$ cat src/logic/wdg_map.svh
`ifndef WDG_MAP_SVH
`define WDG_MAP_SVH

// Byte addresses on the register bus (index times four)
`define WDG_RESTART_IDX    8'hA6
`define WDG_PERIOD_IDX     8'hA7
`define WDG_RESTART_ADDR   12'h298
`define WDG_PERIOD_ADDR    12'h29C
`define WDG_CLKCFG_ADDR    12'h2A0
`define WDG_STATUS_ADDR    12'h2A4

// Field positions
`define WDG_TOSEL_MSB      2
`define WDG_CLKCFG_HALVE   0
`define WDG_CLKCFG_DOUBLE  1

// Reset values
`define WDG_TOSEL_RST      3'h0
`define WDG_CLKCFG_RST     2'h0

// Restart sequence bytes
`define WDG_KEY_FIRST      8'h1E
`define WDG_KEY_SECOND     8'hE1

// Timing
`define WDG_PRESCALE_BITS  14
`define WDG_COUNT_BITS     7
`define WDG_TIMEOUT_MULT   3'h6
`define WDG_RST_PULSE_OSC  96
`define WDG_RST_PULSE_CYC  7'h60

`endif

$ cat src/logic/wdg_pkg.sv
package wdg_pkg;

   typedef struct packed {
      logic       halve_sel;
      logic       double_speed;
   } wdg_clkcfg_t;

   typedef struct packed {
      logic       enabled;
      logic       rst_active;
      logic       first_seen;
      logic [2:0] tosel_live;
   } wdg_status_t;

   typedef enum logic [1:0] {
      WDG_KEY_IDLE  = 2'b01,
      WDG_KEY_ARMED = 2'b10
   } wdg_key_t;

endpackage

$ cat src/logic/wdg_tick_gen.sv
`timescale 1ns/10ps
`include "wdg_map.svh"

// Watchdog clock enable: every second oscillator cycle or every cycle
module wdg_tick_gen
(
   // Clock and reset
   input  wire logic              aclk,
   input  wire logic              aresetn,
   // Control
   input  wire wdg_pkg::wdg_clkcfg_t cfg,
   input  wire logic              run,
   // Output
   output logic                   tick
);

   logic phase_r;

   always_ff @(posedge aclk)
   begin
      if (!aresetn)
         phase_r <= 1'b0;
      else if (run)
         phase_r <= ~phase_r;
   end

   // Halving unless double speed and halving not forced
   always_comb
   begin
      if (cfg.halve_sel || !cfg.double_speed)
         tick = run && phase_r;
      else
         tick = run;
   end

endmodule // wdg_tick_gen

$ cat src/logic/wdg_pulse_gen.sv
`timescale 1ns/10ps
`include "wdg_map.svh"

// Stretches an overflow into a fixed-length chip reset pulse
module wdg_pulse_gen
(
   // Clock and reset
   input  wire logic aclk,
   input  wire logic aresetn,
   // Trigger
   input  wire logic fire,
   // Pulse
   output logic      pulse
);

   logic [6:0] cnt_r;

   always_ff @(posedge aclk)
   begin
      if (!aresetn)
         cnt_r <= 7'h00;
      else if (fire && cnt_r == 7'h00)
         cnt_r <= `WDG_RST_PULSE_CYC;
      else if (cnt_r != 7'h00)
         cnt_r <= cnt_r - 7'h01;
   end

   assign pulse = (cnt_r != 7'h00);

endmodule // wdg_pulse_gen

$ cat src/logic/wdg_top.sv
// Added by the designer: the AXI4-Lite register port.
`timescale 1ns/10ps
`include "wdg_map.svh"

// Operation
// - Clock halved unless double speed and unforced
// - Disabled and stopped after chip reset
// - Bytes 1Eh then E1h enable and clear
// - Once enabled, only chip reset disables
// - Uncleared time-out forces whole-chip reset
// - Overflow drives 96-cycle high reset pulse
// - Time-out is 6 x 2^14 x 2^select ticks
// - Three-bit select in bits 2-0, resets zero
// - Counting continues during idle mode
// - Power-down freezes the count
// - Interrupt wake resumes from held count
// - Reset wake clears and disables
// - Restart register write-only, sequence receiver
// - Period bits 7-3 reserved, write zero
// - 14-bit prescaler feeds 7-bit counter
module wdg_top
(
   // Clock and reset
   input  wire logic        aclk,
   input  wire logic        aresetn,
   // AXI4-Lite write address
   input  wire logic [11:0] s_axi_awaddr,
   input  wire logic        s_axi_awvalid,
   output logic             s_axi_awready,
   // AXI4-Lite write data
   input  wire logic [31:0] s_axi_wdata,
   input  wire logic [3:0]  s_axi_wstrb,
   input  wire logic        s_axi_wvalid,
   output logic             s_axi_wready,
   // AXI4-Lite write response
   output logic [1:0]       s_axi_bresp,
   output logic             s_axi_bvalid,
   input  wire logic        s_axi_bready,
   // AXI4-Lite read address
   input  wire logic [11:0] s_axi_araddr,
   input  wire logic        s_axi_arvalid,
   output logic             s_axi_arready,
   // AXI4-Lite read data
   output logic [31:0]      s_axi_rdata,
   output logic [1:0]       s_axi_rresp,
   output logic             s_axi_rvalid,
   input  wire logic        s_axi_rready,
   // Power state
   input  wire logic        power_down,
   // Chip reset request
   output logic             chip_reset
);

   localparam logic [1:0] RESP_OKAY   = 2'b00;
   localparam logic [1:0] RESP_SLVERR = 2'b10;

   logic [11:0]          awaddr_r;
   logic                 aw_held_r;
   logic [7:0]           wbyte_r;
   logic                 wlane0_r;
   logic                 w_held_r;
   logic                 bvalid_r;
   logic [1:0]           bresp_r;
   logic                 rvalid_r;
   logic [31:0]          rdata_r;
   logic [1:0]           rresp_r;
   logic                 do_write;
   logic                 do_read;

   logic [2:0]           tosel_r;
   logic [2:0]           tosel_live_r;
   wdg_pkg::wdg_clkcfg_t clkcfg_r;
   wdg_pkg::wdg_key_t    key_r;
   logic                 enabled_r;
   logic                 restart;
   logic                 wr_restart;
   logic                 wr_period;
   logic                 wr_clkcfg;
   logic                 tick;
   logic [13:0]          presc_r;
   logic [2:0]           six_r;
   logic                 six_wrap;
   logic                 presc_carry;
   logic                 six_carry;
   logic [6:0]           cnt_r;
   logic [6:0]           count_limit;
   logic                 presc_wrap;
   logic                 overflow;
   logic                 pulse;
   wdg_pkg::wdg_status_t status;

   // Write channel: address and data taken in either order, one at a time
   assign s_axi_awready = !aw_held_r && !bvalid_r;
   assign s_axi_wready  = !w_held_r && !bvalid_r;
   assign do_write      = aw_held_r && w_held_r && !bvalid_r;

   always_ff @(posedge aclk)
   begin
      if (!aresetn)
      begin
         aw_held_r <= 1'b0;
         awaddr_r  <= 12'h000;
      end
      else if (s_axi_awvalid && s_axi_awready)
      begin
         aw_held_r <= 1'b1;
         awaddr_r  <= s_axi_awaddr;
      end
      else if (do_write)
         aw_held_r <= 1'b0;
   end

   always_ff @(posedge aclk)
   begin
      if (!aresetn)
      begin
         w_held_r <= 1'b0;
         wbyte_r  <= 8'h00;
         wlane0_r <= 1'b0;
      end
      else if (s_axi_wvalid && s_axi_wready)
      begin
         w_held_r <= 1'b1;
         wbyte_r  <= s_axi_wdata[7:0];
         wlane0_r <= s_axi_wstrb[0];
      end
      else if (do_write)
         w_held_r <= 1'b0;
   end

   // Byte-wide registers only react to a write that carries lane 0
   assign wr_restart = do_write && wlane0_r && awaddr_r == `WDG_RESTART_ADDR;
   assign wr_period  = do_write && wlane0_r && awaddr_r == `WDG_PERIOD_ADDR;
   assign wr_clkcfg  = do_write && wlane0_r && awaddr_r == `WDG_CLKCFG_ADDR;

   always_ff @(posedge aclk)
   begin
      if (!aresetn)
      begin
         bvalid_r <= 1'b0;
         bresp_r  <= RESP_OKAY;
      end
      else if (do_write)
      begin
         bvalid_r <= 1'b1;
         case (awaddr_r)
            `WDG_RESTART_ADDR, `WDG_PERIOD_ADDR, `WDG_CLKCFG_ADDR: bresp_r <= RESP_OKAY;
            default:                                               bresp_r <= RESP_SLVERR;
         endcase
      end
      else if (s_axi_bready)
         bvalid_r <= 1'b0;
   end

   assign s_axi_bvalid = bvalid_r;
   assign s_axi_bresp  = bresp_r;

   // Read channel: answer one cycle after the address is taken
   assign s_axi_arready = !rvalid_r;
   assign do_read       = s_axi_arvalid && !rvalid_r;

   always_ff @(posedge aclk)
   begin
      if (!aresetn)
      begin
         rvalid_r <= 1'b0;
         rdata_r  <= 32'h0000_0000;
         rresp_r  <= RESP_OKAY;
      end
      else if (do_read)
      begin
         rvalid_r <= 1'b1;
         rresp_r  <= RESP_OKAY;
         case (s_axi_araddr)
            // Write-only: the sequence receiver holds no readable value
            `WDG_RESTART_ADDR: rdata_r <= 32'h0000_0000;
            // Reserved bits read as zero here
            `WDG_PERIOD_ADDR:  rdata_r <= {29'h0000_0000, tosel_r};
            `WDG_CLKCFG_ADDR:  rdata_r <= {30'h0000_0000, clkcfg_r.double_speed, clkcfg_r.halve_sel};
            `WDG_STATUS_ADDR:  rdata_r <= {26'h000_0000, status};
            default:
            begin
               rdata_r <= 32'h0000_0000;
               rresp_r <= RESP_SLVERR;
            end
         endcase
      end
      else if (s_axi_rready)
         rvalid_r <= 1'b0;
   end

   assign s_axi_rvalid = rvalid_r;
   assign s_axi_rdata  = rdata_r;
   assign s_axi_rresp  = rresp_r;

   // Period register: only the select field is stored
   always_ff @(posedge aclk)
   begin
      if (!aresetn)
         tosel_r <= `WDG_TOSEL_RST;
      else if (wr_period)
         tosel_r <= wbyte_r[`WDG_TOSEL_MSB:0];
   end

   always_ff @(posedge aclk)
   begin
      if (!aresetn)
         clkcfg_r <= `WDG_CLKCFG_RST;
      else if (wr_clkcfg)
      begin
         clkcfg_r.halve_sel    <= wbyte_r[`WDG_CLKCFG_HALVE];
         clkcfg_r.double_speed <= wbyte_r[`WDG_CLKCFG_DOUBLE];
      end
   end

   // Two-byte key detector
   always_ff @(posedge aclk)
   begin
      if (!aresetn)
         key_r <= wdg_pkg::WDG_KEY_IDLE;
      else if (wr_restart)
      begin
         case (key_r)
            wdg_pkg::WDG_KEY_IDLE:
               key_r <= (wbyte_r == `WDG_KEY_FIRST) ? wdg_pkg::WDG_KEY_ARMED : wdg_pkg::WDG_KEY_IDLE;
            wdg_pkg::WDG_KEY_ARMED:
               // A repeated first byte keeps the detector armed
               key_r <= (wbyte_r == `WDG_KEY_FIRST) ? wdg_pkg::WDG_KEY_ARMED : wdg_pkg::WDG_KEY_IDLE;
            default:
               key_r <= wdg_pkg::WDG_KEY_IDLE;
         endcase
      end
   end

   assign restart = wr_restart && key_r == wdg_pkg::WDG_KEY_ARMED && wbyte_r == `WDG_KEY_SECOND;

   // Enable latch: the chip reset from this block clears it via aresetn
   always_ff @(posedge aclk)
   begin
      if (!aresetn)
         enabled_r <= 1'b0;
      else if (restart)
         enabled_r <= 1'b1;
   end

   // Select latched at each clear so a live change cannot cut the period short
   always_ff @(posedge aclk)
   begin
      if (!aresetn)
         tosel_live_r <= `WDG_TOSEL_RST;
      else if (restart)
         tosel_live_r <= tosel_r;
   end

   // Power-down halts the tick; idle is not seen here at all
   wdg_tick_gen u_tick
   (
      .aclk    (aclk),
      .aresetn (aresetn),
      .cfg     (clkcfg_r),
      .run     (enabled_r && !power_down),
      .tick    (tick)
   );

   // Seven bits cannot hold 6 * 2^7 wraps, so the factor six is a stage of its own
   always_comb
   begin
      case (tosel_live_r)
         3'h0:    count_limit = 7'h00;
         3'h1:    count_limit = 7'h01;
         3'h2:    count_limit = 7'h03;
         3'h3:    count_limit = 7'h07;
         3'h4:    count_limit = 7'h0F;
         3'h5:    count_limit = 7'h1F;
         3'h6:    count_limit = 7'h3F;
         default: count_limit = 7'h7F;
      endcase
   end

   assign presc_wrap  = (presc_r == 14'h3FFF);
   assign six_wrap    = (six_r == `WDG_TIMEOUT_MULT - 3'h1);
   assign presc_carry = tick && presc_wrap;
   assign six_carry   = presc_carry && six_wrap;
   assign overflow    = enabled_r && six_carry && cnt_r == count_limit;

   always_ff @(posedge aclk)
   begin
      if (!aresetn || restart)
         presc_r <= 14'h0000;
      else if (tick)
         presc_r <= presc_r + 14'h0001;
   end

   always_ff @(posedge aclk)
   begin
      if (!aresetn || restart)
         six_r <= 3'h0;
      else if (presc_carry)
         six_r <= six_wrap ? 3'h0 : six_r + 3'h1;
   end

   always_ff @(posedge aclk)
   begin
      if (!aresetn || restart || overflow)
         cnt_r <= 7'h00;
      else if (six_carry)
         cnt_r <= cnt_r + 7'h01;
   end

   wdg_pulse_gen u_pulse
   (
      .aclk    (aclk),
      .aresetn (aresetn),
      .fire    (overflow),
      .pulse   (pulse)
   );

   assign chip_reset = pulse;

   assign status.enabled    = enabled_r;
   assign status.rst_active = pulse;
   assign status.first_seen = (key_r == wdg_pkg::WDG_KEY_ARMED);
   assign status.tosel_live = tosel_live_r;

endmodule // wdg_top

$ cat config.mk
export PLATFORM = sky130hd
export DESIGN_NAME = wdg_top
export DESIGN_NICKNAME = d
export VERILOG_FILES = /design/src/logic/wdg_pkg.sv /design/src/logic/wdg_tick_gen.sv /design/src/logic/wdg_pulse_gen.sv /design/src/logic/wdg_top.sv
export VERILOG_INCLUDE_DIRS = /design/src /design/src/logic
export SDC_FILE = /design/constraint.sdc
export NUM_CORES = 1
export LEC_CHECK = 0
export ABC_CLOCK_PERIOD_IN_PS = 5600
export BUFFER_PORTS_ARGS = -buffer_cell sky130_fd_sc_hd__buf_2
export CORE_MARGIN = 5
export CORE_UTILIZATION = 30
export DETAILED_ROUTE_END_ITERATION = 8
export GPL_TIMING_DRIVEN = 0
export MAX_ROUTING_LAYER = met4
export PLACE_DENSITY = 0.53
export SLEW_MARGIN = 5
export SYNTH_ARGS = -nofsm -noshare
export SYNTH_HDL_FRONTEND = slang
export SYNTH_SLANG_ARGS = --single-unit
$ cat constraint.sdc
create_clock -name aclk -period 5.6 [get_ports aclk]
set_input_delay 0.56 -clock aclk [delete_from_list [all_inputs] [get_ports aclk]]
set_output_delay 0.56 -clock aclk [all_outputs]
set_load 0.05 [all_outputs]
== After elaboration in Yosys (flattened, before gate mapping) ==
Cells that the tools add are included.
Cells by class
  add/sub/neg operators: 4
  equality and inequality tests: 20
  multiplexer cells: 17
  bitwise logic cells: 2
  reductions and logical operators: 42
Operators with widths (count)
  12-bit by 10-bit == test with 1-bit output, second input constant: 7
  7-bit one-hot mux with 7 select lines: 1
  1-bit logical AND: 20
  6-bit one-hot mux with 3 select lines: 1
  14-bit by 1-bit adder with 14-bit output, second input constant: 1
  14-bit == test, second input constant: 1
  7-bit 2-to-1 mux: 2
  3-bit == test, second input constant: 4
  2-bit nonzero test: 5
  8-bit by 5-bit == test with 1-bit output, second input constant: 1
  8-bit == test, second input constant: 1
  1-bit 2-to-1 mux: 8
  2-bit 2-to-1 mux: 4
  7-bit by 1-bit adder with 7-bit output, second input constant: 1
  7-bit == test: 1
  1-bit logical NOT: 7
  7-bit logical NOT: 1
  7-bit nonzero test: 1
  7-bit by 1-bit subtractor with 7-bit output, second input constant: 1
  3-bit by 2-bit == test with 1-bit output, second input constant: 2
  2-bit OR reduction: 2
  4-bit OR reduction: 1
  3-bit by 1-bit adder with 3-bit output, second input constant: 1
  3-bit by 1-bit == test with 1-bit output, second input constant: 1
  7 further kinds: 10
Storage, ports and cells
  flip-flop bits (word level): 104
  input port bits: 68
  output and inout bits: 42
  logic and storage cells: 107

== Depth between registers and ports, before layout ==
Gate-level depths: netlist of the first run.
  depth in word-level cells: 10
  depth in mapped cells: 8
  depth with buffers taken out: 6

== Hierarchy ==
From an unflattened synthesis of the first run, not the netlist that was laid out.
Second synthesis, totals
  cell total of the unflattened synthesis: 438
  area total of the unflattened synthesis: 3796.1 µm²
By module, submodules not included
  wdg_top: instances 1, cells an instance 394, area each 3390.8 µm², seq. area each 1361.3 µm²
  wdg_pulse_gen: instances 1, cells an instance 39, area each 356.6 µm², seq. area each 140.1 µm²
  wdg_tick_gen: instances 1, cells an instance 5, area each 48.8 µm², seq. area each 20.0 µm²

== Worst setup path after synthesis of the first run ==
Ideal clock, no wire load.
  path kind: flip-flop to flip-flop
  start: register bvalid_r (netlist: s_axi_bvalid)
  end: register awaddr_r[10]
  library setup time: 0.076 ns
  data arrival time: 2.023 ns
  required time: 5.524 ns
  path slack: 3.501 ns
  stages on the path, launching flop included: 6
  buffers on the path: 1
  period minus slack after synthesis: 2.099 ns
  path through: dfxtp_1 nor2_1 and2_1 clkbuf_1 nand2_1 a21boi_0
Between the ends
  longest elaborated chain between the ends: 3
Ends and longest elaborated chain
  start: declaration: line wdg_top.sv:62  | logic bvalid_r;
  start signal: assignment: line wdg_top.sv:140  | bvalid_r <= 1'b0;
  start signal: assignment: line wdg_top.sv:145  | bvalid_r <= 1'b1;
  start signal: assignment: line wdg_top.sv:152  | bvalid_r <= 1'b0;
  1-bit logical NOT: line wdg_top.sv:93  | assign s_axi_awready = !aw_held_r && !bvalid_r;
  1-bit logical AND: line wdg_top.sv:93
  net s_axi_awready: line wdg_top.sv:29  | output logic s_axi_awready,
  1-bit logical AND: line wdg_top.sv:104  | else if (s_axi_awvalid && s_axi_awready)
  end signal: assignment: line wdg_top.sv:107  | awaddr_r <= s_axi_awaddr;
  end: declaration: line wdg_top.sv:57  | logic [11:0] awaddr_r;
The timed path passes the listed nets, and every way through them passes these cells.
A chain may end at the register's enable or synchronous reset.

== Worst setup path in the final report of the first run ==
  start: register presc_r[0]
  end: register u_pulse.cnt_r[0]
Between the ends
  longest elaborated chain between the ends: 7
Ends and longest elaborated chain
  start: declaration: line wdg_top.sv:80  | logic [13:0] presc_r;
  start signal: assignment: line wdg_top.sv:291  | presc_r <= presc_r + 14'h0001;
  14-bit == test: line wdg_top.sv:280  | assign presc_wrap = (presc_r == 14'h3FFF);
  1-bit logical AND: line wdg_top.sv:282  | assign presc_carry = tick && presc_wrap;
  1-bit logical AND: line wdg_top.sv:283  | assign six_carry = presc_carry && six_wrap;
  1-bit logical AND (2 in series): line wdg_top.sv:284  | assign overflow = enabled_r && six_carry && cnt_r == count_limit;
  1-bit logical AND: line wdg_pulse_gen.sv:22  | else if (fire && cnt_r == 7'h00)
  2-bit OR reduction (no line)
  end signal: assignment: line wdg_pulse_gen.sv:23  | cnt_r <= `WDG_RST_PULSE_CYC;
  end signal: assignment: line wdg_pulse_gen.sv:25  | cnt_r <= cnt_r - 7'h01;
  end: declaration: line wdg_pulse_gen.sv:16  | logic [6:0] cnt_r;
No other way between the ends.

==> impl_metrics.ini, run 1 <==
[outcome]
outcome = completed

[clock_tree]
cts_root_buf = clkbuf_16
cts_tree = done
post_cts_buffers = 0
cts.repair.resized = 0
clock_path_buffers = 2
clk_latency_ns = 0.34
path_clk_slew_ns = 0.06
htree_levels = 3
numCtsBuffers = 9
ctsHoldBuffers = 0
cts_sinks = 76

[critical_path]
path_cells = ha_1 -> and4b_1 -> o21ai_0 -> or3_4 -> o41ai_2 -> nor2_1
max_stage_delay_ns = 0.49
arrival_ns = 2.45
end_kind = register
start_kind = register
criticalPathCategory = reg2reg
worst_ep_required_time_ns = 5.81
path_max_fanout = 5
slowest_stage = o41ai_2

[synthesis]
synthArstFlopShare_pct = 0
synth_top_area_share_pct = 38.41
ys_ff_latch = 76
synth-main-ff-cell = dfxtp_1
synth_area_leader_cell = dfxtp_1
yosys_warnings = 0
synth_edf_count = 0
syn_inst = 457
syn_area_per_cell_um2 = 8.668
yosys-top-cells-area = dfxtp_1 38%, nand2_1 6.0%, buf_4 5.5%
mappedNetlistArea_um2 = 3961
synth.distinct_cells = 64
yosysSeqAreaShare_pct = 38.41

[sta]
slew_headroom_pct = 51.55
fin_crit_sh_pct = 39.95
maxSlewViolCount = 0
hold_viol = 0
setup_violations = 0
clock_skew_ns = 0.006565
tightestPinTransition_ns = 0.7192
fin_crit_ns = 2.237
rsz0062_at_grt = no
hold_slack_ns = 0.4660
fmax_ghz = 0.4470
setup_tns_ns = 0

[drt]
maxUsedRoutingLayer = met4
wl_met2_um = 4593
dr.pass1.iters = 8
wl_met1_um = 4125
met3_length_um = 441
drc = 0
ant_nets = 0
drt_first_iter_violations = 104
vias = 3326
wl_per_cell_um = 12.80
routed_wl_um = 9341
via_per_inst = 4.556

[finish]
fillers = 1385
drive_above_1_share_pct = 21.48
diodes = 0
area_delta_synth_final_pct = 23.47
nets = 621

[place]
gp_congestion = 0.7895
io_buffers = 54
hpwl_um = 7180

[floorplan]
die_height_um = 124.9
die_x_um = 124.9
start_util_pct = 30.27
io_pins = 110
rows = 42
core-area_um2 = 13090
die_area_um2 = 15600

[global_routing]
grt_pass1_wl_um = 15480
track_usage_pct = 12.45
grt_overflow = 0
grt_pass1_vias = 3343
antenna_found_initial = 0
grt_max_degree = 13

[power_and_ir_drop]
powerDensity_nw_per_um2 = 313.7
vdd_drop_max_uv = 133.2
p_leak_nw = 2.006

[job]
max_cap_viol_count = 0

[hold_path]
hold_class = reg2reg
-- cell usage in the layout, fill, tap and decap left out, drive strengths merged, types with 3 or more instances in the layout --
| cell type | count |
|---|---|
| nor3 | 16 |
| xnor2 | 20 |
| buf | 87 |
| nand2 | 64 |
| a21boi | 28 |
| a22oi | 3 |
| dfxtp | 76 |
| nor2b | 19 |
| nor2 | 41 |
| and3 | 5 |
| conb | 28 |
| o21ai | 6 |
| nor4b | 4 |
| clkbuf | 27 |
| and2 | 6 |
| nor4 | 9 |
| nand3 | 14 |
| mux2 | 3 |
| o211ai | 3 |
| xor2 | 10 |
| inv | 12 |
| nand4 | 7 |
| ha | 4 |
| a21oi | 7 |
| o21a | 3 |
| mux2i | 12 |
-- power by group --
group | total [mW] | internal (mW) | switching, mW
clock network | 0.646 | 0.427 | 0.219
registers | 0.607 | 0.575 | 0.0316
logic | 0.282 | 0.0970 | 0.185
total | 1.53 | 1.10 | 0.436
-- critical path: cells and delay by family, from the launching register on --
family	cells	cell delay (ns)
fa+ha+maj	1	0.22
simple gates	3	0.76
flops	1	0.36
compound gates	2	0.76
-- synth_stat cells (3+ instances only) --
library cell / number
dfxtp_1: 76
nand2_1: 63
nor2_1: 41
buf_4: 29
a21boi_0: 28
xnor2_1: 20
nor2b_1: 19
nor3_1: 16
clkbuf_1: 13
nand3_1: 13
inv_1: 12
mux2i_1: 12
xor2_1: 10
nor4_1: 8
a21oi_1: 7
and2_1: 6
nand4_1: 6
o21ai_0: 6
and3_1: 5
ha_1: 4
a22oi_1: 3
mux2_2: 3
o211ai_1: 3
o21a_1: 3
-- through the flow --
step | total power, mW | utilization [%] | instance area (um^2) | std cells | setup slack [ns]
after global routing | 1.610 | 37.38 | 4891 | 730 | 3.204
after global placement | 0.8947 | 34.80 | 4553 | 714 | 3.228
after detailed placement | 0.9007 | 34.80 | 4553 | 714 | 3.196
after floorplan | 0.8359 | - | 4063 | 484 | 3.501
after CTS | 1.558 | 37.38 | 4891 | 730 | 3.330
final | 1.535 | 37.38 | 4891 | 730 | 3.363
-- cell families (layout without fill, tap and decap cells) --
kind of cell | Yosys count | after routing | synth area share, %
and+or+nand+nor | 202 | 202 | 27.42
DFF | 76 | 76 | 38.41
AOI/OAI and AO/OA | 70 | 70 | 13.39
buffers and inverters | 59 | 129 | 8.907
xor gates and xnor gates | 30 | 30 | 6.633
muxes | 15 | 15 | 3.885
adders and majority gates | 4 | 4 | 1.263
other | 1 | 28 | 0.09467
-- cell type report --
class	count	area, um^2	area share, %
multi-input combinational	349	2188	44.74
sequential	76	1521	31.11
buffer	47	307.8	6.293
clock buffer	13	270.3	5.526
timing repair buffer	54	270.3	5.526
tap	176	220.2	4.502
clock inverter	3	67.56	1.381
inverter	12	45.04	0.9210
-- path summary, 6_finish.rpt --
path	endpoint	slack (ns)	cells past startpoint	startpoint
worst min-delay path	awaddr_r[9]	0.47	2	awaddr_r[9]
worst max-delay path	u_pulse.cnt_r[0]	3.36	6	presc_r[0]
worst max register to register	u_pulse.cnt_r[0]	3.36	6	presc_r[0]
worst min register to register	awaddr_r[9]	0.47	2	awaddr_r[9]
-- flip-flops by register name, indices dropped and copies added (netlist names), 2 cells and up --
name / cells
awaddr_r: 12
tosel_live_r: 3
cnt_r: 7
tosel_r: 3
s_axi_rdata: 6
u_pulse.cnt_r: 7
clkcfg_r: 2
presc_r: 14
key_r: 2
wbyte_r: 8
six_r: 3
-- routing by layer --
metal / vias up / global-route usage (%)
li1: 1711 / -
met1: 1506 / 14.26
met2: 93 / 20.77
met3: 16 / 2.444
met4: 0 / 6.250
met5: - / -
(Power assumes the default switching activity.)
==> run 2, diff against run 1 <==
- ABC_AREA: default -> 1
- ABC_CLOCK_PERIOD_IN_PS: 5600 -> 2300
- clock period: 5.6 -> 2.3 ns (I/O delays scaled with it)
==> run 2 against run 1 <==
Largest power group unchanged. Worst hold slack got worse by 0.32 ns. Cell count rose by 15%. Combinational power rose to 2.6 times the previous value. Routed wire length fell by 3.0%.
==> impl_metrics.ini, run 2 <==
[drt]
drt_first_iter_violations = 191
drc = 0
wl_per_cell_um = 10.81
ant_nets = 0
vias = 3593
routed_wl_um = 9058
dr.pass1.iters = 4
via_per_inst = 4.288

[floorplan]
die_x_um = 124.3
start_util_pct = 30.83
io_pins = 110
die_height_um = 124.3
rows = 41
core-area_um2 = 12720
die_area_um2 = 15460

[critical_path]
slowest_stage = nor2_1
cp.depth = 6
ff2ff_path_depth = 10
max_stage_delay_ns = 0.36
r2r_start = w_held_r
criticalPathCategory = reg2out
crit_buf_inv = 3
path_max_fanout = 6
start_kind = register
crit_top_cell = inv_1
worstReg2RegEnd = presc_r[7]
arrival_ns = 1.77
end_kind = primary output
worst_ep_required_time_ns = 2.07
path_cells = inv_1 -> ha_1 -> nand3_1 -> nor2_1 -> inv_1 -> buf_2
critPathTopFamily = simple AND/OR/NAND/NOR gates
r2r_slack_ns = 0.53

[synthesis]
synth.distinct_cells = 37
synth_top_cells_by_count = 103 x nand2_1, 99 x nor2_1, 76 x dfxtp_1
yosysMostFrequentCell = nand2_1
mappedNetlistArea_um2 = 3923
synth_top_area_share_pct = 38.79
yosys-top-cells-area = dfxtp_1 39%, nand2_1 9.9%, nor2_1 9.5%
synthArstFlopShare_pct = 0
yosys.area_share.simple_pct = 31.39
yosys_warnings = 0
synth_compound_area_share_pct = 10.49
synth_edf_count = 0
yosysSeqAreaShare_pct = 38.79
synth_top_family_by_area = simple AND/OR/NAND/NOR gates
synth_area_leader_cell = dfxtp_1
syn_inst = 570
ys_ff_latch = 76
muxShareOfSynthArea_pct = 0
synth-xor-area-share_pct = 4.019
synth-adder-area-share_pct = 1.276
synth-main-ff-cell = dfxtp_1
syn_area_per_cell_um2 = 6.882

[power_and_ir_drop]
switching_share_pct = 27.82
powerDensity_nw_per_um2 = 802.5
intPower_mw = 2.820
clkPwrFrac_pct = 43.5
p_leak_nw = 2.170
p_total_mw = 3.907
vdd_drop_max_uv = 340.1
pwr-share-seq_pct = 37.8
pwr-share-comb_pct = 18.7
switchingPower_mw = 1.087

[finish]
final_common_cell = nand2_1
area_delta_synth_final_pct = 24.11
fillers = 1336
drive_above_1_share_pct = 16.97
seqCellArea_um2 = 1521
reg.largest.list = presc_r (14), awaddr_r (12), wbyte_r (8)
top_register = presc_r
diodes = 0
layout_common_cells = 103 x nand2_1, 99 x nor2_1, 76 x dfxtp_1
largest_reg_flops = 14
multi_input_area_um2 = 1956
nets = 733

[global_routing]
grt_max_degree = 14
grt_overflow = 0
grt_pass1_wl_um = 15660
antenna_found_initial = 0
grt_pass1_vias = 3496
track_usage_pct = 12.32

[place]
gp_congestion = 0.8334
io_buffers = 53
hpwl_um = 7253

[sta]
setup_tns_ns = 0
fin_crit_sh_pct = 87.06
clock_skew_ns = 0.007858
hold_viol = 0
fmax_ghz = 0.4994
maxSlewViolCount = 0
slew_headroom_pct = 58.26
tightestPinTransition_ns = 0.6214
rsz0062_at_grt = no
setup_violations = 0
fin_crit_ns = 2.002

[clock_tree]
cts.repair.resized = 0
clock_path_buffers = 2
numCtsBuffers = 9
clk_latency_ns = 0.33
cts_sinks = 76
ctsHoldBuffers = 0
path_clk_slew_ns = 0.06
cts_root_buf = clkbuf_16
cts_tree = done
post_cts_buffers = 0
htree_levels = 3

[hold_path]
hold_path_end = awaddr_r[6]
hold_path_startpoint = s_axi_awaddr[6]
holdPathStages = 3
hold_class = in2reg

[job]
max_cap_viol_count = 0

[outcome]
outcome = completed
-- run 2: cell count changes in the layout (fill, tap and decap cells not counted), moves of 25 or more --
cell and delta:
nor2_1 +58, nand3_1 +28, nand2_1 +40, a21oi_1 +25
inv_1 +59, a21boi_0 -28, o21ai_0 +30
-- run 2: cells by family (layout without fill, tap and decap cells) --
| kind of cell | Yosys count | after routing |
|---|---|---|
| flops | 76 | 76 |
| compound gates | 77 | 77 |
| xor+xnor | 18 | 18 |
| fa+ha+maj | 4 | 4 |
| buf+inv | 114 | 183 |
| other cells | 1 | 28 |
| simple gates | 280 | 280 |
-- run 2: how the worst max path moves through the flow --
stage	endpoint	slack (ns)	from
final	chip_reset	0.30	u_pulse.cnt_r[0]
after global routing	chip_reset	0.14	u_pulse.cnt_r[0]
after CTS	chip_reset	0.25	u_pulse.cnt_r[0]
after detailed placement	cnt_r[5]	0.54	presc_r[0]
after global placement	presc_r[7]	0.54	w_held_r
after floorplan	wbyte_r[2]	0.27	s_axi_bvalid
-- run 2: worst min-delay path, stage by stage --
cell     delay (ns)
buf_2          0.07
o21ai_0        0.07
nor2_1         0.07
-- run 2: per-stage QoR --
| step | cells | cell area (um^2) | hold slack [ns] | worst slack, ns | util, % |
|---|---|---|---|---|---|
| global placement | 822 | 4504 | 0.4470 | 0.5428 | 35.41 |
| CTS | 838 | 4868 | 0.1345 | 0.2473 | 38.27 |
| floorplan | 597 | 4024 | 0.3933 | 0.2681 | - |
| finish | 838 | 4868 | 0.1445 | 0.2975 | 38.27 |
| detailed placement | 822 | 4504 | 0.4567 | 0.5393 | 35.41 |
| global route | 838 | 4868 | 0.1751 | 0.1372 | 38.27 |
-- run 2: layout make-up --
type / instances / share of cell area [%]
Buffer: 41 / 5.603
Clock buffer: 9 / 4.626
Clock inverter: 7 / 2.853
Inverter: 73 / 5.628
Multi-Input combinational cell: 407 / 40.17
Sequential cell: 76 / 31.25
Tap cell: 172 / 4.420
Timing Repair Buffer: 53 / 5.448
-- run 2: metal layers --
metal,track usage (%),share of wire [%],up-vias,wire (um)
li1,-,-,1935,-
met1,14.45,48,1567,4320
met2,20.07,45,78,4102
met3,4.417,5.4,13,489
met4,3.224,1.6,0,145
met5,-,0,-,0
-- run 2: power groups by stage --
stage                     registers, mW  logic, mW  clock network, mW
after global routing               1.49      0.817               1.81
after floorplan                    1.51      0.577                  0
after global placement             1.50      0.720                  0
final                              1.48      0.731               1.70
after CTS                          1.48      0.739               1.75
after detailed placement           1.50      0.737                  0
